--- config.mk ---
export PLATFORM = sky130hd
export DESIGN_NAME = mgp_top
export DESIGN_NICKNAME = d
export VERILOG_FILES = /design/src/mgp_pkg.sv /design/src/mgp_grp_if.sv /design/src/mgp_channel.sv /design/src/mgp_counter.sv /design/src/mgp_top.sv
export SDC_FILE = /design/constraint.sdc
export NUM_CORES = 1
export LEC_CHECK = 0
export ABC_AREA = 1
export BUFFER_PORTS_ARGS = -buffer_cell sky130_fd_sc_hd__buf_2
export CORE_UTILIZATION = 65
export CTS_BUF_LIST = sky130_fd_sc_hd__clkbuf_4
export CTS_CLUSTER_DIAMETER = 30
export CTS_CLUSTER_SIZE = 20
export DETAILED_ROUTE_END_ITERATION = 10
export GPL_TIMING_DRIVEN = 0
export PLACE_DENSITY = 0.83
export SYNTH_ARGS = -nofsm -noshare
export SYNTH_HDL_FRONTEND = slang
export SYNTH_SLANG_ARGS = --single-unit
--- constraint.sdc ---
create_clock -name clock -period 4.89 [get_ports clock]
set_clock_uncertainty 0.2 [all_clocks]
set_input_delay 0.7335 -clock clock [delete_from_list [all_inputs] [get_ports clock]]
set_output_delay 0.7335 -clock clock [all_outputs]
set_load 0.05 [all_outputs]
--- src/mgp_pkg.sv ---
// constants for the three-group pulse-width modulator block
// assumes an 8-bit special-function-register port from the core
package mgp_pkg;

    // ****************************************
    // register addresses
    // ****************************************
    localparam logic [7:0] ADDR_B0_LOW = 8'h99;
    localparam logic [7:0] ADDR_B0_HIGH = 8'h9a;
    localparam logic [7:0] ADDR_B1_LOW = 8'h9b;
    localparam logic [7:0] ADDR_B1_HIGH = 8'h9c;
    localparam logic [7:0] ADDR_C0_LOW = 8'h9d;
    localparam logic [7:0] ADDR_C0_HIGH = 8'h9e;
    localparam logic [7:0] ADDR_C1_LOW = 8'h9f;
    localparam logic [7:0] ADDR_C1_HIGH = 8'ha1;
    localparam logic [7:0] ADDR_GROUP_CTRL = 8'ha2;
    localparam logic [7:0] ADDR_A_CHAN_CTRL = 8'ha3;
    localparam logic [7:0] ADDR_A0_LOW = 8'ha4;
    localparam logic [7:0] ADDR_A0_HIGH = 8'ha5;
    localparam logic [7:0] ADDR_A1_LOW = 8'ha6;
    localparam logic [7:0] ADDR_A1_HIGH = 8'ha7;
    localparam logic [7:0] ADDR_A2_LOW = 8'ha9;
    localparam logic [7:0] ADDR_A2_HIGH = 8'haa;
    localparam logic [7:0] ADDR_A3_LOW = 8'hab;
    localparam logic [7:0] ADDR_A3_HIGH = 8'hac;
    localparam logic [7:0] ADDR_A_PERIOD_LOW = 8'had;
    localparam logic [7:0] ADDR_A_PERIOD_HIGH = 8'hae;

    // ****************************************
    // storage slots, one byte each
    // ****************************************
    localparam int NUM_SLOTS = 20;
    localparam int SLOT_A_PERIOD = 16;
    localparam int SLOT_GROUP_CTRL = 18;
    localparam int SLOT_A_CHAN_CTRL = 19;
    localparam int NUM_CHAN = 8;
    localparam int NUM_GRP = 3;
    // low-byte slot of each channel's own duty: a0..a3, b0, b1, c0, c1
    localparam int DUTY_SLOT [NUM_CHAN] = '{8, 10, 12, 14, 0, 2, 4, 6};

    // ****************************************
    // field positions
    // ****************************************
    localparam int GRP_EN_LSB = 0;
    localparam int SRC_A1_BIT = 3;
    localparam int SRC_A2_BIT = 4;
    localparam int SRC_A3_BIT = 5;
    localparam int SRC_B1_BIT = 6;
    localparam int SRC_C1_BIT = 7;
    localparam int CHAN_EN_LSB = 0;
    localparam int CHAN_POL_LSB = 4;

    // ****************************************
    // reset values and fixed periods
    // ****************************************
    localparam logic [7:0] REG_RESET = 8'h00;
    localparam logic [7:0] READ_UNMAPPED = 8'h00;
    localparam logic [15:0] CNT_RESET = 16'h0000;
    // groups b and c have no period register: they wrap at full scale
    localparam logic [15:0] FIXED_PERIOD = 16'hffff;

    typedef logic [7:0] mgp_byte_t;
    typedef logic [15:0] mgp_word_t;

endpackage

--- src/mgp_grp_if.sv ---
// shared counter view of one modulator group
// assumes one system clock; driven by the counter, read by channels
`timescale 1ns/100ps
`default_nettype none

interface mgp_grp_if;
    logic run;
    logic [15:0] period;
    logic [15:0] cnt;
    logic wrap;

    modport cnt_mp (
        input run,
        input period,
        output cnt,
        output wrap
    );

    modport chan_mp (
        input run,
        input cnt,
        input wrap
    );
endinterface

`default_nettype wire

--- src/mgp_channel.sv ---
// one compare channel: level set by count against duty
// assumes the group counter interface and synchronous reset
`timescale 1ns/100ps
`default_nettype none

module mgp_channel (
    input wire logic clock,
    input wire logic sys_rst,
    mgp_grp_if.chan_mp grp,
    input wire logic enable,
    input wire logic polarity,
    input wire logic [15:0] duty,
    output logic level
);

    // ****************************************
    // output level
    // ****************************************
    always_ff @(posedge clock) begin
        if (sys_rst || !grp.run || !enable) begin
            level <= 1'b0;
        end else if (grp.cnt > duty) begin
            // polarity 1 drives low past the duty point
            level <= ~polarity;
        end else begin
            level <= polarity;
        end
    end

endmodule

`default_nettype wire

--- src/mgp_counter.sv ---
// shared period counter of one modulator group
// assumes synchronous active-high reset on the system clock
`timescale 1ns/100ps
`default_nettype none

module mgp_counter (
    input wire logic clock,
    input wire logic sys_rst,
    mgp_grp_if.cnt_mp grp
);

    // ****************************************
    // counter, zero up to the period
    // ****************************************
    always_ff @(posedge clock) begin
        if (sys_rst || !grp.run) begin
            grp.cnt <= mgp_pkg::CNT_RESET;
            grp.wrap <= 1'b0;
        end else if (grp.cnt >= grp.period) begin
            // also catches a period lowered below the running count
            grp.cnt <= mgp_pkg::CNT_RESET;
            grp.wrap <= 1'b1;
        end else begin
            grp.cnt <= grp.cnt + 16'h0001;
            grp.wrap <= 1'b0;
        end
    end

endmodule

`default_nettype wire

--- src/mgp_top.sv ---
// register file and group wiring of the three-group modulator
// assumes the core's sfr port: one-cycle write and read strobes
//
// Functional notes
// - group b keeps two 16-bit duties in four consecutive byte registers
// - group c keeps two 16-bit duties; channel 1 high byte sits apart
// - control bits 7..3 make a channel reuse its group channel 0 duty
// - control bits 2..0 enable groups c, b and a
// - group a polarity bits 7..4: one drives low past duty, zero high
// - group a channels 3..1 enabled by channel control bits 3..1
// - group a channel 0 enabled by channel control bit 0
// - group a keeps four 16-bit duties as low and high bytes
// - group a keeps a 16-bit period shared by its channels
`timescale 1ns/100ps
`default_nettype none

module mgp_top (
    input wire logic clock,
    input wire logic sys_rst,
    input wire logic [7:0] sfr_addr,
    input wire logic sfr_wr,
    input wire logic sfr_rd,
    input wire logic [7:0] sfr_wdata,
    output logic [7:0] sfr_rdata,
    output logic [3:0] grp_a_out,
    output logic [1:0] grp_b_out,
    output logic [1:0] grp_c_out
);

    // ****************************************
    // address decode
    // ****************************************
    // returns {hit, slot}; shared by the write and read paths
    function automatic logic [5:0] slot_of(input logic [7:0] addr);
        logic [5:0] res;
        res = 6'h00;
        unique case (addr)
            mgp_pkg::ADDR_B0_LOW: res = 6'h20;
            mgp_pkg::ADDR_B0_HIGH: res = 6'h21;
            mgp_pkg::ADDR_B1_LOW: res = 6'h22;
            mgp_pkg::ADDR_B1_HIGH: res = 6'h23;
            mgp_pkg::ADDR_C0_LOW: res = 6'h24;
            mgp_pkg::ADDR_C0_HIGH: res = 6'h25;
            mgp_pkg::ADDR_C1_LOW: res = 6'h26;
            mgp_pkg::ADDR_C1_HIGH: res = 6'h27;
            mgp_pkg::ADDR_A0_LOW: res = 6'h28;
            mgp_pkg::ADDR_A0_HIGH: res = 6'h29;
            mgp_pkg::ADDR_A1_LOW: res = 6'h2a;
            mgp_pkg::ADDR_A1_HIGH: res = 6'h2b;
            mgp_pkg::ADDR_A2_LOW: res = 6'h2c;
            mgp_pkg::ADDR_A2_HIGH: res = 6'h2d;
            mgp_pkg::ADDR_A3_LOW: res = 6'h2e;
            mgp_pkg::ADDR_A3_HIGH: res = 6'h2f;
            mgp_pkg::ADDR_A_PERIOD_LOW: res = 6'h30;
            mgp_pkg::ADDR_A_PERIOD_HIGH: res = 6'h31;
            mgp_pkg::ADDR_GROUP_CTRL: res = 6'h32;
            mgp_pkg::ADDR_A_CHAN_CTRL: res = 6'h33;
            default: res = 6'h00;
        endcase
        return res;
    endfunction

    // ****************************************
    // register storage
    // ****************************************
    mgp_pkg::mgp_byte_t reg_r [mgp_pkg::NUM_SLOTS];
    logic [5:0] wr_slot;
    logic [5:0] rd_slot;

    assign wr_slot = slot_of(sfr_addr);
    assign rd_slot = slot_of(sfr_addr);

    // duties are used byte by byte as written; no shadow latch
    always_ff @(posedge clock) begin
        if (sys_rst) begin
            for (int i = 0; i < mgp_pkg::NUM_SLOTS; i++) begin
                reg_r[i] <= mgp_pkg::REG_RESET;
            end
        end else if (sfr_wr && wr_slot[5]) begin
            reg_r[wr_slot[4:0]] <= sfr_wdata;
        end
    end

    // read answer one edge after the strobe, held until the next read
    always_ff @(posedge clock) begin
        if (sys_rst) begin
            sfr_rdata <= mgp_pkg::READ_UNMAPPED;
        end else if (sfr_rd) begin
            sfr_rdata <= rd_slot[5] ? reg_r[rd_slot[4:0]] : mgp_pkg::READ_UNMAPPED;
        end
    end

    // ****************************************
    // control fields
    // ****************************************
    mgp_pkg::mgp_byte_t grp_ctrl;
    mgp_pkg::mgp_byte_t chan_ctrl;
    logic [2:0] grp_en;
    logic [7:0] src_sel;
    mgp_pkg::mgp_word_t own_duty [mgp_pkg::NUM_CHAN];
    mgp_pkg::mgp_word_t eff_duty [mgp_pkg::NUM_CHAN];
    logic [7:0] chan_en;
    logic [7:0] chan_pol;
    logic [7:0] chan_lvl;

    assign grp_ctrl = reg_r[mgp_pkg::SLOT_GROUP_CTRL];
    assign chan_ctrl = reg_r[mgp_pkg::SLOT_A_CHAN_CTRL];
    assign grp_en = grp_ctrl[mgp_pkg::GRP_EN_LSB +: 3];

    genvar k;
    generate
        for (k = 0; k < mgp_pkg::NUM_CHAN; k++) begin : g_own
            assign own_duty[k] = {reg_r[mgp_pkg::DUTY_SLOT[k] + 1],
                                  reg_r[mgp_pkg::DUTY_SLOT[k]]};
        end
    endgenerate

    // channel 0 of each group always uses its own value
    always_comb begin
        src_sel = 8'h00;
        src_sel[1] = grp_ctrl[mgp_pkg::SRC_A1_BIT];
        src_sel[2] = grp_ctrl[mgp_pkg::SRC_A2_BIT];
        src_sel[3] = grp_ctrl[mgp_pkg::SRC_A3_BIT];
        src_sel[5] = grp_ctrl[mgp_pkg::SRC_B1_BIT];
        src_sel[7] = grp_ctrl[mgp_pkg::SRC_C1_BIT];
    end

    always_comb begin
        for (int i = 0; i < 4; i++) begin
            eff_duty[i] = src_sel[i] ? own_duty[0] : own_duty[i];
        end
        eff_duty[4] = own_duty[4];
        eff_duty[5] = src_sel[5] ? own_duty[4] : own_duty[5];
        eff_duty[6] = own_duty[6];
        eff_duty[7] = src_sel[7] ? own_duty[6] : own_duty[7];
    end

    // groups b and c have no per-channel enable or polarity of their own
    always_comb begin
        chan_en = 8'h00;
        chan_pol = 8'h00;
        chan_en[0] = chan_ctrl[mgp_pkg::CHAN_EN_LSB];
        chan_en[3:1] = chan_ctrl[mgp_pkg::CHAN_EN_LSB + 1 +: 3];
        chan_en[5:4] = 2'h3;
        chan_en[7:6] = 2'h3;
        chan_pol[3:0] = chan_ctrl[mgp_pkg::CHAN_POL_LSB +: 4];
    end

    // ****************************************
    // group counters
    // ****************************************
    mgp_grp_if grp_if [mgp_pkg::NUM_GRP] ();

    assign grp_if[0].run = grp_en[0];
    assign grp_if[1].run = grp_en[1];
    assign grp_if[2].run = grp_en[2];
    assign grp_if[0].period = {reg_r[mgp_pkg::SLOT_A_PERIOD + 1],
                               reg_r[mgp_pkg::SLOT_A_PERIOD]};
    assign grp_if[1].period = mgp_pkg::FIXED_PERIOD;
    assign grp_if[2].period = mgp_pkg::FIXED_PERIOD;

    genvar g;
    generate
        for (g = 0; g < mgp_pkg::NUM_GRP; g++) begin : g_cnt
            mgp_counter u_cnt (
                .clock(clock),
                .sys_rst(sys_rst),
                .grp(grp_if[g])
            );
        end
    endgenerate

    // ****************************************
    // channels
    // ****************************************
    genvar c;
    generate
        for (c = 0; c < 4; c++) begin : g_chan_a
            mgp_channel u_chan (
                .clock(clock),
                .sys_rst(sys_rst),
                .grp(grp_if[0]),
                .enable(chan_en[c]),
                .polarity(chan_pol[c]),
                .duty(eff_duty[c]),
                .level(chan_lvl[c])
            );
        end
        for (c = 4; c < 6; c++) begin : g_chan_b
            mgp_channel u_chan (
                .clock(clock),
                .sys_rst(sys_rst),
                .grp(grp_if[1]),
                .enable(chan_en[c]),
                .polarity(chan_pol[c]),
                .duty(eff_duty[c]),
                .level(chan_lvl[c])
            );
        end
        for (c = 6; c < 8; c++) begin : g_chan_c
            mgp_channel u_chan (
                .clock(clock),
                .sys_rst(sys_rst),
                .grp(grp_if[2]),
                .enable(chan_en[c]),
                .polarity(chan_pol[c]),
                .duty(eff_duty[c]),
                .level(chan_lvl[c])
            );
        end
    endgenerate

    // channel levels are already flops; passed straight out
    assign grp_a_out = chan_lvl[3:0];
    assign grp_b_out = chan_lvl[5:4];
    assign grp_c_out = chan_lvl[7:6];

endmodule

`default_nettype wire
**Word level (Yosys, flattened, before mapping)**

Memory sizes are Yosys's and may differ from the RTL's.
Index checks and enable logic that the tools add are counted.

- Bits in latches: 0
- Input port bits: 20
- Register bits: 64
- Bits in writable memories: 160
- Output and inout bits: 16
- Bits in read-only memories: 0
- Memories: 1
- Word-level logic and storage cells: 93

- Div/mod/pow operators: 0
- Eq/ne operators: 20
- Add/subtract/negate cells: 3
- Multiply operators: 0
- Bitwise operators: 4
- Reductions and logical operators: 19
- Mux-type cells: 23
- Shift-type cells: 0
- Magnitude comparators: 11

Memory list:

| name | depth | bits a word | rd ports | clocked after Yosys merged registers in | wr ports | line | source |
|---|---|---|---|---|---|---|---|
| reg_r | 20 | 8 | 21 | 0 | 20 | mgp_top.sv:66 | `mgp_pkg::mgp_byte_t reg_r [mgp_pkg::NUM_SLOTS];` |

Operators by type and width:

| kind | count |
|---|---|
| equality test 8 bit (second input constant) | 20 |
| > comparator 16 bit | 8 |
| case mux 6 bit (20 select lines) | 1 |
| two-way mux 16 bit | 5 |
| adder 16 x 1 -> 16 bit (second input constant) | 3 |
| >= comparator 16 bit (second input constant) | 2 |
| >= comparator 16 bit | 1 |
| two-way mux 8 bit | 2 |
| two-way mux 1 bit | 14 |
| OR reduction 8 bit | 1 |
| logical NOT 1 bit | 7 |
| logical OR 1 bit | 7 |
| OR reduction 2 bit | 3 |
| two-way mux 5 bit | 1 |
| inverter 1 bit | 4 |
| logical AND 1 bit | 1 |

**Longest topological paths before layout**

Gate-level depths: netlist of run 1.

- Depth after elaboration: 8
- Gate-level depth with buffers: 18
- Gate-level depth less buffers: 16

**By module**

A second synthesis of run 1 with hierarchy kept.

- Cells, all modules: 2398
- Area total of the unflattened synthesis: 17322.9 µm²

By module, submodules not included:

| module | area an instance (µm²) | cells each | seq. area each (µm²) | instances |
|---|---|---|---|---|
| mgp_top | 9626.7 | 1269 | 4964.8 | 1 |
| mgp_channel | 503.0 | 79 | 20.0 | 8 |
| mgp_counter (g_cnt[0].u_cnt ...) | 1217.4 | 160 | 340.3 | 2 |
| mgp_counter (g_cnt[2].u_cnt) | 1237.4 | 177 | 340.3 | 1 |

**Worst setup path before layout of run 1**

OpenSTA, ideal clock, no wires.

- Kind: input to register
- From: input port sfr_addr[1]
- To: memory reg_r[12][0] (netlist name), enable pin
- Required time: 4361 ps
- Buffers on the path: 1
- Stages on the path: 12
- Setup time: 329 ps
- Data arrival time: 2433 ps
- Slack: 1928 ps
- Cell sequence: buf_2 nor2_1 nand2_1 o21ai_1 nand2_1 nand2_2 nor2_1 nand2_1 nand3_2 nor3b_4 nand3_2 nand2_1

RTL lines:

| item | line | source |
|---|---|---|
| from (decl) | mgp_top.sv:20 | `input wire logic [7:0] sfr_addr,` |
| to (decl) | mgp_top.sv:66 |  |

==> out/qor.txt, run 1 <==
Status: finished, violations left
Failing checks: design-rule violations
Routability cong.: 1.002
CP max stage delay: 0.46 ns
Mapped Avg Cell Area: 7.709 sq um
Seq/Total Area, Yosys: 41.44%
Synth Warn #: 0
Crit path depth: 12
First-pass GRT wire length: 69,330 microns
Final Hold Vio Count: 0
Final WL: 45,130 microns
Layout area overhead: 9.321%
Clk buf depth: 3
Clock root buffer: clkbuf_4
Achievable frequency: 0.2990 GHz
Final Net Count: 2,155
Mapped Nets: 2,072
Hold Path Class: register to register
Crit path required time: 4.98 ns
Vias in the first global route: 13.20k
Routed Antenna Nets: 0
WL per Instance: 19.56 microns
Worst slew pin tran: 0.9941 ns
Switching share of power: 27.16%
Worst path bufs/invs: 2
Post-synth top area share: 32.72%
Commonest cells in the netlist: nand2_1 (517), nor2_1 (239), inv_1 (203)
Netlist cell types: 44
Full die area: 23,200 sq um
Largest area contributor in the netlist: edfxtp_1
CP startpoint kind: input port
RSZ-0062 raised after global routing: no
DR vias: 13.88k
Synth area leaders: edfxtp_1 (33%), nand2_1 (13%), ha_1 (13%)
Slowest cell on the critical path: nor3_2
Post-CTS Hold Buffers: 0
Post-synth EDFFs: 160
Placed cell count: 2,219
Grt ovf: 0
Cell mode on critical path: nand2_1
Crit Path Category: input port to register
Pwr/cell area: 284.5 nW/um^2
Internal: 3.327 mW
CP arrival: 3.43 ns
Register share of total power: 47.0%
DP HPWL: 33,580 microns
MaxCap Viol Count: 0
Leak: 7.432 nW
# rows: 54
R2R cell count: 11
TritonCTS clock tree: done
Post-synth ARST share: 0%
Most common cell in the netlist: nand2_1
Starting density of the core: 66.88%
P_sw: 1.240 mW
CORE AREA: 21,960 sq um
Critical Path Fanout Max: 9
Setup-failing EPs final: 0
CTS buffer count: 47
Synthesized cell area: 14,690 sq um
Final Critical Period: 3.344 ns
Placement Setup Slack: 1.063 ns
Peak VDD IR: 0.0003004 V
Setup ws final: 1.546 ns
Initial antenna violation count: 1
Synthesized flop and latch total: 224
# IOs: 36
Comb power frac: 10.5%
Total GRT Usage: 38.87%
Period utilization: 68.38%
DR iter-0 viols: 1,584
Cell family with most CP delay: simple AND/OR/NAND/NOR gates
Final std cells w/o fill: 2,307
Post_cts resized: 0
CTS clk-pin slew, worst paths: 0.09 ns
Clock power share: 42.5%
Fillers: 1,759
Via/cell ratio: 6.016
CP Capture Type: register
Layout cells sized above 1: 7.848%
Post-CTS Setup Inserts: 0
Clk sinks: 224
Final slew viol count: 0
H-tree depth: 2
Worst path cell trace: buf_2 -> inv_2 -> nand2_1 -> nor2_1 -> nand2_1 -> o22ai_1 -> nor2_1 -> nand2_1 -> nand3_2 -> nor3_2 -> nand2_1 -> nand2_1
Hold Crit Depth: 1
Height of the die: 152.3 microns
Setup TNS: 0 ns
Worst skew pair latency: 0.69 ns
Port bufs: 34
Main synth FF type: edfxtp_1
DRC: 2
Pin count of the biggest net entering global routing: 13
TritonRoute pass-1 iters: 10
Flop-to-flop setup slack: 1.94 ns
Slew HR: 33.73%
Post-synthesis cell count: 1,905
Die Width: 152.3 microns
## placed cells by master (no fill, tap or decap), types with 3 or more instances in the layout
cell        count
a211oi_1        8
a21oi_1       102
a31oi_1         3
buf_1           6
buf_2          43
buf_4           8
bufinv_16      10
clkbuf_1       57
clkbuf_4       53
clkinv_1        3
clkinv_2       11
clkinv_4        3
clkinvlp_4      3
dfxtp_1        64
edfxtp_1      160
ha_1          147
inv_1         203
inv_2           9
inv_6           3
nand2_1       517
nand3_1       100
nand3_2         5
nand3b_1       31
nand4_1        19
nor2_1        239
nor3_1         24
nor3_2          4
nor3b_1        10
nor4_1          3
o21a_1          9
o21ai_0       127
o21bai_1        3
o221ai_1        5
xnor2_1         3
xor2_1          8
## logic make-up after synthesis
kind of cell | synth area share (%)
buffers and inverters | 7.745
adder cells (fa/ha/maj) | 12.52
flip-flops | 41.44
AND/OR/NAND/NOR | 27.60
XOR/XNOR | 0.6561
AO/OA/AOI/OAI | 10.04
## stage by stage
step                hold slack, ns  utilization [%]  instance area [sq um]  total power [mW]
finish                      0.2668            73.11                  16050             4.568
global route                0.2628            73.11                  16050             4.700
CTS                         0.2350            73.10                  16050             4.545
detailed placement          0.2470            69.25                  15210             2.647
global placement            0.2397            69.25                  15210             2.627
floorplan                   0.2294                -                  14690             2.479
## routing by layer
metal	share of wire [%]	up-vias	routed length [microns]	GRT usage (%)
li1	-	6517	-	-
met1	38	6349	17210	49.17
met2	46	822	20600	64.10
met3	11	191	4907	6.997
met4	5.3	0	2407	19.87
met5	0	-	0	0
## sequential cells by signal, indices dropped and copies added (netlist names)
signal                 count
reg_r                    160
g_chan_b.u_chan.level      2
g_cnt.u_cnt.grp.cnt       48
g_chan_a.u_chan.level      4
sfr_rdata                  8
g_chan_c.u_chan.level      2
## cell type report
cell class | count | area [sq um] | share of cell area (%)
Tap cell | 280 | 350.3 | 2.182
Inverter | 212 | 795.8 | 4.957
Clock inverter | 34 | 447.9 | 2.790
Clock buffer | 53 | 397.9 | 2.478
Timing Repair Buffer | 34 | 170.2 | 1.060
Sequential cell | 224 | 6086 | 37.91
Antenna cell | 1 | 2.502 | 0.01559
Buffer | 80 | 341.6 | 2.128
Multi-Input combinational cell | 1389 | 7462 | 46.48
## final timing paths
| path | start | end |
|---|---|---|
| worst max-delay path | sfr_addr[6] | reg_r[8][7] |
| worst max register to register | g_cnt[1].u_cnt.grp.cnt[1] | g_cnt[1].u_cnt.grp.cnt[15] |
| worst min register to register | g_cnt[1].u_cnt.grp.cnt[0] | g_cnt[1].u_cnt.grp.cnt[0] |
| worst min-delay path | g_cnt[1].u_cnt.grp.cnt[0] | g_cnt[1].u_cnt.grp.cnt[0] |
## power groups by stage
stage / Sequential (mW) / Combinational [mW] / Clock [mW]
final: 2.15 / 0.479 / 1.94
after global routing: 2.15 / 0.526 / 2.02
after CTS: 2.14 / 0.463 / 1.94
after detailed placement: 2.19 / 0.460 / 0
after global placement: 2.19 / 0.442 / 0
after floorplan: 2.17 / 0.312 / 0
## worst reg2reg max path, stage by stage, from the launching register on
cell and delay [ns]:
dfxtp_1 0.41, ha_1 0.20, nand2_1 0.07, nor2_1 0.16, nand3_1 0.12, inv_1 0.09, nand2_1 0.05, nor2_1 0.30
inv_1 0.07, o21ai_0 0.61, clkbuf_1 0.45, nor2_1 0.11
Power figures use the tool's default switching activity.
==> run 2, diff against run 1 <==
--- a/config.mk
+++ b/config.mk
@@ -7,13 +7,13 @@
 export LEC_CHECK = 0
 export ABC_AREA = 1
 export BUFFER_PORTS_ARGS = -buffer_cell sky130_fd_sc_hd__buf_2
-export CORE_UTILIZATION = 65
+export CORE_UTILIZATION = 59
 export CTS_BUF_LIST = sky130_fd_sc_hd__clkbuf_4
 export CTS_CLUSTER_DIAMETER = 30
 export CTS_CLUSTER_SIZE = 20
 export DETAILED_ROUTE_END_ITERATION = 10
 export GPL_TIMING_DRIVEN = 0
-export PLACE_DENSITY = 0.83
+export PLACE_DENSITY = 0.8
 export SYNTH_ARGS = -nofsm -noshare
 export SYNTH_HDL_FRONTEND = slang
 export SYNTH_SLANG_ARGS = --single-unit
==> constraint.sdc (replaced) <==
create_clock -name clock -period 2.9 [get_ports clock]
set_clock_uncertainty 0.2 [all_clocks]
set_input_delay 0.435 -clock clock [delete_from_list [all_inputs] [get_ports clock]]
set_output_delay 0.435 -clock clock [all_outputs]
set_load 0.05 [all_outputs]
==> run 2 against run 1 <==
The flow now finishes without violations. Cell count up 2.0%. Combinational power up 67%. Via count down 1.5%. Total power up 67%. Clock-buffer cell count up 5. Die area up 10%. Largest power group unchanged.
==> out/qor.txt, run 2 (synthesis results as in run 1) <==
Grt ovf: 0 (unchanged)
Worst skew pair latency: 0.71 ns (was 0.69 ns)
Clk sinks: 224 (unchanged)
Pwr/cell area: 471.9 nW/um^2 (was 284.5 nW/um^2)
Post-place instance area: 15,260 sq um (was 15,210 sq um)
Slew HR: 34.60% (was 33.73%)
Peak VDD IR: 0.0003454 V (was 0.0003004 V)
Grt met3 use: 5.636% (was 6.997%)
Fillers: 2,110 (was 1,759)
Most frequent cells in the layout: nand2_1 (506), nor2_1 (239), inv_1 (203) (was nand2_1 (517), nor2_1 (239), inv_1 (203))
DR iter-0 viols: 1,825 (was 1,584)
Post-route cell area: 16,170 sq um (was 16,050 sq um)
CTS buffer count: 48 (was 47)
Worst path cell trace: buf_2 -> inv_2 -> nand2_1 -> nor2_1 -> nand2_1 -> nand2_2 -> nor2_1 -> nand2_1 -> nand3_2 -> nor3_2 -> nand2_1 -> nand2_2 (was buf_2 -> inv_2 -> nand2_1 -> nor2_1 -> nand2_1 -> o22ai_1 -> nor2_1 -> nand2_1 -> nand3_2 -> nor3_2 -> nand2_1 -> nand2_1)
DP HPWL: 33,360 microns (was 33,580 microns)
Largest Register: reg_r (unchanged)
Total GRT Usage: 34.83% (was 38.87%)
Layout area overhead: 10.13% (was 9.321%)
RSZ-0062 raised after global routing: no (unchanged)
DRC: 0 (was 2)
Clock root buffer: clkbuf_4 (unchanged)
Clk buf depth: 3 (unchanged)
Worst slew pin tran: 0.9810 ns (was 0.9941 ns)
Crit path required time: 3.03 ns (was 4.98 ns)
DR vias: 13.67k (was 13.88k)
Final Critical Period: 2.814 ns
Max FFs per register: 160 (unchanged)
Height of the die: 159.8 microns (was 152.3 microns)
Via/cell ratio: 5.808 (was 6.016)
Worst path bufs/invs: 2 (unchanged)
Final core utilization: 66.31% (was 73.11%)
Pin count of the biggest net entering global routing: 14 (was 13)
M2 GR Usage: 56.03% (was 64.10%)
M1 GR Usage: 46.19% (was 49.17%)
Starting density of the core: 60.21% (was 66.88%)
Hold Path Class: input port to register (was register to register)
Setup ws final: 0.08593 ns (was 1.546 ns)
WL per Instance: 18.87 microns (was 19.56 microns)
Final Net Count: 2,157 (was 2,155)
MaxCap Viol Count: 0 (unchanged)
Achievable frequency: 0.3554 GHz
Period utilization: 97.04%
Leak: 7.444 nW (was 7.432 nW)
# IOs: 36 (unchanged)
TritonRoute pass-1 iters: 6 (was 10)
Gr busiest metal: met2 (unchanged)
Port bufs: 34 (unchanged)
First-pass GRT wire length: 68,390 microns (was 69,330 microns)
Post-CTS Setup Inserts: 0 (unchanged)
H-tree depth: 2 (unchanged)
Die Width: 159.8 microns (was 152.3 microns)
Setup-failing EPs final: 0 (unchanged)
Critical Path Fanout Max: 10 (was 9)
Routability cong.: 1.003 (was 1.002)
CP startpoint kind: input port (unchanged)
CP arrival: 2.94 ns (was 3.43 ns)
CORE AREA: 24,390 sq um (was 21,960 sq um)
Final WL: 44,420 microns (was 45,130 microns)
Routed Antenna Nets: 0 (unchanged)
Status: completed (was finished, violations left)
Placement Setup Slack: -0.6561 ns (was 1.063 ns)
# rows: 57 (was 54)
Final Hold Vio Count: 0 (unchanged)
Layout cells sized above 1: 8.625% (was 7.848%)
Final slew viol count: 0 (unchanged)
Crit Path Category: input port to register (unchanged)
Vias in the first global route: 12.82k (was 13.20k)
Flop-to-flop setup slack: 0.21 ns (was 1.94 ns)
Cell mode on critical path: nand2_1 (unchanged)
Largest regs: reg_r x160, g_cnt.u_cnt.grp.cnt x48, sfr_rdata x8 (unchanged)
Slowest cell on the critical path: nor3_2 (unchanged)
TritonCTS clock tree: done (unchanged)
CTS clk-pin slew, worst paths: 0.10 ns (was 0.09 ns)
CP Capture Type: register (unchanged)
Initial antenna violation count: 1 (unchanged)
Full die area: 25,520 sq um (was 23,200 sq um)
Commonest non-fill, non-tap cell in the layout: nand2_1 (unchanged)
CP max stage delay: 0.49 ns (was 0.46 ns)
Cell family with most CP delay: simple AND/OR/NAND/NOR gates (unchanged)
Power Total: 7.631 mW (was 4.568 mW)
[run 2: cell types whose count changed in the layout (fill, tap and decap cells not counted), sizes merged]
cell / previous run / this run
clkbuf: 110 / 115
clkinv: 17 / 14
bufinv: 10 / 8
inv: 216 / 218
dlygate4sd3: 0 / 1
[run 2: final cells by class]
| type | instances | area [sq um] | share of cell area (%) |
|---|---|---|---|
| clock buffers | 58 | 435.4 | 2.692 |
| well taps | 324 | 405.4 | 2.507 |
| diodes | 1 | 2.502 | 0.01547 |
| inverters | 212 | 795.8 | 4.920 |
| repair buffers | 35 | 180.2 | 1.114 |
| plain buffers | 80 | 342.8 | 2.120 |
| multi-input cells | 1389 | 7526 | 46.53 |
| flip-flops and latches | 224 | 6086 | 37.63 |
| clock inverters | 31 | 399.1 | 2.468 |
[run 2: path summary, 6_finish.rpt]
kind | endpoint | from | depth (start not counted)
max | reg_r[8][1] | sfr_addr[6] | 12
min | sfr_rdata[0] | sfr_rd | 4
max reg2reg | g_chan_a[2].u_chan.level | reg_r[18][4] | 13
min reg2reg | sfr_rdata[5] | sfr_rdata[5] | 2
[run 2: metal layers]
metal / vias up / wire (microns)
met5: - / 0
met4: 0 / 2006
met3: 141 / 4653
met2: 802 / 19860
met1: 6202 / 17900
li1: 6527 / -
[run 2: per-stage QoR]
stage	setup TNS, ns	hold slack, ns	instances
after floorplan	0	0.2294	1905
after global placement	-100.25	0.2421	2263
after detailed placement	-100.77	0.2560	2263
after CTS	0	0.08458	2353
after global routing	0	0.1178	2354
final	0	0.1084	2354
[run 2: worst register-to-register path, stage by stage (launching register included)]
cell,delay [ns]
edfxtp_1,0.52
clkbuf_1,0.37
nand2_1,0.09
o21ai_0,0.13
ha_1,0.30
a21oi_1,0.12
o21ai_0,0.09
nand3_1,0.08
a21oi_1,0.08
a211oi_1,0.20
nand2_1,0.15
nand2_1,0.09
nand2_1,0.05
a21oi_1,0.17
[run 2: timing repair]
item                                    in CTS  in global routing
endpoints found under the setup margin       0                167
resized for setup                            0                 20
endpoints found under the hold margin        3                  0
hold buffers                                 1                  0
[run 2: where the power goes]
| group | internal (mW) | switching, mW |
|---|---|---|
| combinational | 0.231 | 0.568 |
| sequential | 3.54 | 0.0863 |
| clock | 1.74 | 1.46 |
| total | 5.51 | 2.12 |
==> run 3, diff against run 2 <==
--- a/config.mk
+++ b/config.mk
@@ -6,6 +6,7 @@
 export NUM_CORES = 1
 export LEC_CHECK = 0
 export ABC_AREA = 1
+export ABC_CLOCK_PERIOD_IN_PS = 2900
 export BUFFER_PORTS_ARGS = -buffer_cell sky130_fd_sc_hd__buf_2
 export CORE_UTILIZATION = 59
 export CTS_BUF_LIST = sky130_fd_sc_hd__clkbuf_4
@@ -13,6 +14,7 @@
 export CTS_CLUSTER_SIZE = 20
 export DETAILED_ROUTE_END_ITERATION = 10
 export GPL_TIMING_DRIVEN = 0
+export MAX_ROUTING_LAYER = met4
 export PLACE_DENSITY = 0.8
 export SYNTH_ARGS = -nofsm -noshare
 export SYNTH_HDL_FRONTEND = slang
==> run 3 against run 2 <==
Combinational power is 0.5% lower. Sequential power hardly changed. Flip-flop and latch count stayed put. Design area is 0.48% lower.
==> out/qor.txt, run 3 (synthesis results as in run 1) <==
Period utilization: 95.03% (was 97.04%)
CTS clk-pin slew, worst paths: 0.11 ns (was 0.10 ns)
Final Hold Vio Count: 0 (unchanged)
Achievable frequency: 0.3629 GHz (was 0.3554 GHz)
Total GRT Usage: 35.60% (was 34.83%)
Slew HR: 33.65% (was 34.60%)
Pin count of the biggest net entering global routing: 13 (was 14)
WL per Instance: 18.62 microns (was 18.87 microns)
Setup TNS: 0 ns (unchanged)
DR vias: 13.55k (was 13.67k)
Leak: 7.387 nW (was 7.444 nW)
Clock root buffer: clkbuf_4 (unchanged)
First-pass GRT wire length: 67,810 microns (was 68,390 microns)
Starting density of the core: 60.21% (unchanged)
HP Start: sfr_rd (unchanged)
Height of the die: 159.8 microns (unchanged)
Final WL: 43,730 microns (was 44,420 microns)
Routed Antenna Nets: 0 (unchanged)
Worst skew pair latency: 0.69 ns (was 0.71 ns)
Hold EP: sfr_rdata[2] (was sfr_rdata[0])
Full die area: 25,520 sq um (unchanged)
Max FFs per register: 160 (unchanged)
Reg-to-reg startpoint: reg_r[18][4] (unchanged)
Pwr/cell area: 454.2 nW/um^2 (was 471.9 nW/um^2)
Post-route cell area: 16,100 sq um (was 16,170 sq um)
Die Width: 159.8 microns (unchanged)
Port bufs: 34 (unchanged)
Crit path required time: 3.07 ns (was 3.03 ns)
Clk buf depth: 3 (unchanged)
Routability cong.: 1.018 (was 1.003)
Layout area overhead: 9.602% (was 10.13%)
DP HPWL: 33,020 microns (was 33,360 microns)
Clk sinks: 224 (unchanged)
CP startpoint kind: input port (unchanged)
CP arrival: 2.93 ns (was 2.94 ns)
Reg2reg end: g_chan_a[2].u_chan.level (unchanged)
DR iter-0 viols: 1,695 (was 1,825)
Vias in the first global route: 12.71k (was 12.82k)
Placement Setup Slack: -0.7126 ns (was -0.6561 ns)
CTS buffer count: 45 (was 48)
Post-CTS Setup Inserts: 0 (unchanged)
Flop-to-flop setup slack: 0.19 ns (was 0.21 ns)
Critical Path Fanout Max: 10 (unchanged)
Setup-failing EPs final: 0 (unchanged)
Hold Crit Depth: 4 (unchanged)
Worst slew pin tran: 0.9952 ns (was 0.9810 ns)
Final Net Count: 2,154 (was 2,157)
TritonCTS clock tree: done (unchanged)
Layout cells sized above 1: 8.799% (was 8.625%)
Largest Register: reg_r (unchanged)
Post-place instance area: 15,260 sq um (unchanged)
Largest regs: reg_r x160, g_cnt.u_cnt.grp.cnt x48, sfr_rdata x8 (unchanged)
Via/cell ratio: 5.769 (was 5.808)
Initial antenna violation count: 1 (unchanged)
MaxCap Viol Count: 0 (unchanged)
CP Capture Type: register (unchanged)
# rows: 57 (unchanged)
DRC: 0 (unchanged)
Peak VDD IR: 0.0003416 V (was 0.0003454 V)
Final Critical Period: 2.756 ns (was 2.814 ns)
H-tree depth: 2 (unchanged)
Hold WS: 0.1060 ns (was 0.1084 ns)
Setup ws final: 0.1442 ns (was 0.08593 ns)
# IOs: 36 (unchanged)
Crit Path Category: input port to register (unchanged)
CORE AREA: 24,390 sq um (unchanged)
Final slew viol count: 0 (unchanged)
Grt ovf: 0 (unchanged)
Hold Path Class: input port to register (unchanged)
Status: completed (unchanged)
R2R cell count: 12 (was 13)
TritonRoute pass-1 iters: 6 (unchanged)
Most frequent cells in the layout: nand2_1 (500), nor2_1 (239), inv_1 (202) (was nand2_1 (506), nor2_1 (239), inv_1 (203))
Commonest non-fill, non-tap cell in the layout: nand2_1 (unchanged)
==> run 3: cell types whose count changed in the layout (fill, tap and decap cells not counted), sizes merged <==
cell      before  now
clkinvlp       3    5
clkinv        14   11
clkbuf       115  108
bufinv         8    5
inv          218  223
==> run 3: worst max-delay path by stage <==
stage | cells past startpoint | to | slack (ns) | startpoint
after floorplan | 12 | reg_r[12][0] | 0.24 | sfr_addr[1]
after global placement | 11 | reg_r[11][6] | -0.71 | sfr_addr[6]
after detailed placement | 13 | reg_r[11][4] | -0.71 | sfr_addr[6]
after CTS | 11 | reg_r[7][3] | 0.02 | sfr_addr[6]
after global routing | 12 | reg_r[0][0] | -0.05 | sfr_addr[6]
final | 11 | reg_r[19][4] | 0.14 | sfr_addr[6]
==> run 3: repair_timing <==
item | in CTS | in global routing
gates cloned | 0 | 0
endpoints found under the setup margin | 9 | 155
pin swaps | 0 | 0
resized for setup | 2 | 27
endpoints found under the hold margin | 3 | 0
hold buffers | 1 | 0
==> run 3: cell type report <==
class	count	area (sq um)
well taps	324	405.4
clock buffers	51	382.9
clock inverters	32	356.6
multi-input cells	1389	7541
fillers	2122	8295
inverters	212	795.8
diodes	1	2.502
repair buffers	35	180.2
flip-flops and latches	224	6088
plain buffers	80	342.8
==> run 3: through the flow <==
stage	utilization [%]	cells	power, mW
after floorplan	-	1905	4.180
after global placement	62.57	2263	4.435
after detailed placement	62.57	2263	4.461
after CTS	65.65	2347	7.293
after global routing	65.99	2348	7.552
final	65.99	2348	7.311
==> run 3: power breakdown <==
part           switching (mW)  leakage [nW]  internal (mW)
registers              0.0844          2.04           3.54
logic                   0.564          4.95          0.232
clock network            1.48         0.401           1.41
total                    2.13          7.39           5.18
==> run 3: critical path: stages <==
cell       delay, ns
buf_2           0.10
inv_2           0.05
nand2_1         0.04
nor2_1          0.31
o2111ai_1       0.25
nand2_1         0.24
buf_2           0.28
inv_2           0.17
nor3_4          0.44
nand2_1         0.31
nand2_2         0.28
==> run 3: routing by layer <==
layer,share of wire (%),vias to the layer above,GRT usage (%)
met5,0,-,-
met4,3.7,0,14.73
met3,11,116,5.247
met2,46,722,56.23
met1,40,6194,45.86
li1,-,6514,-
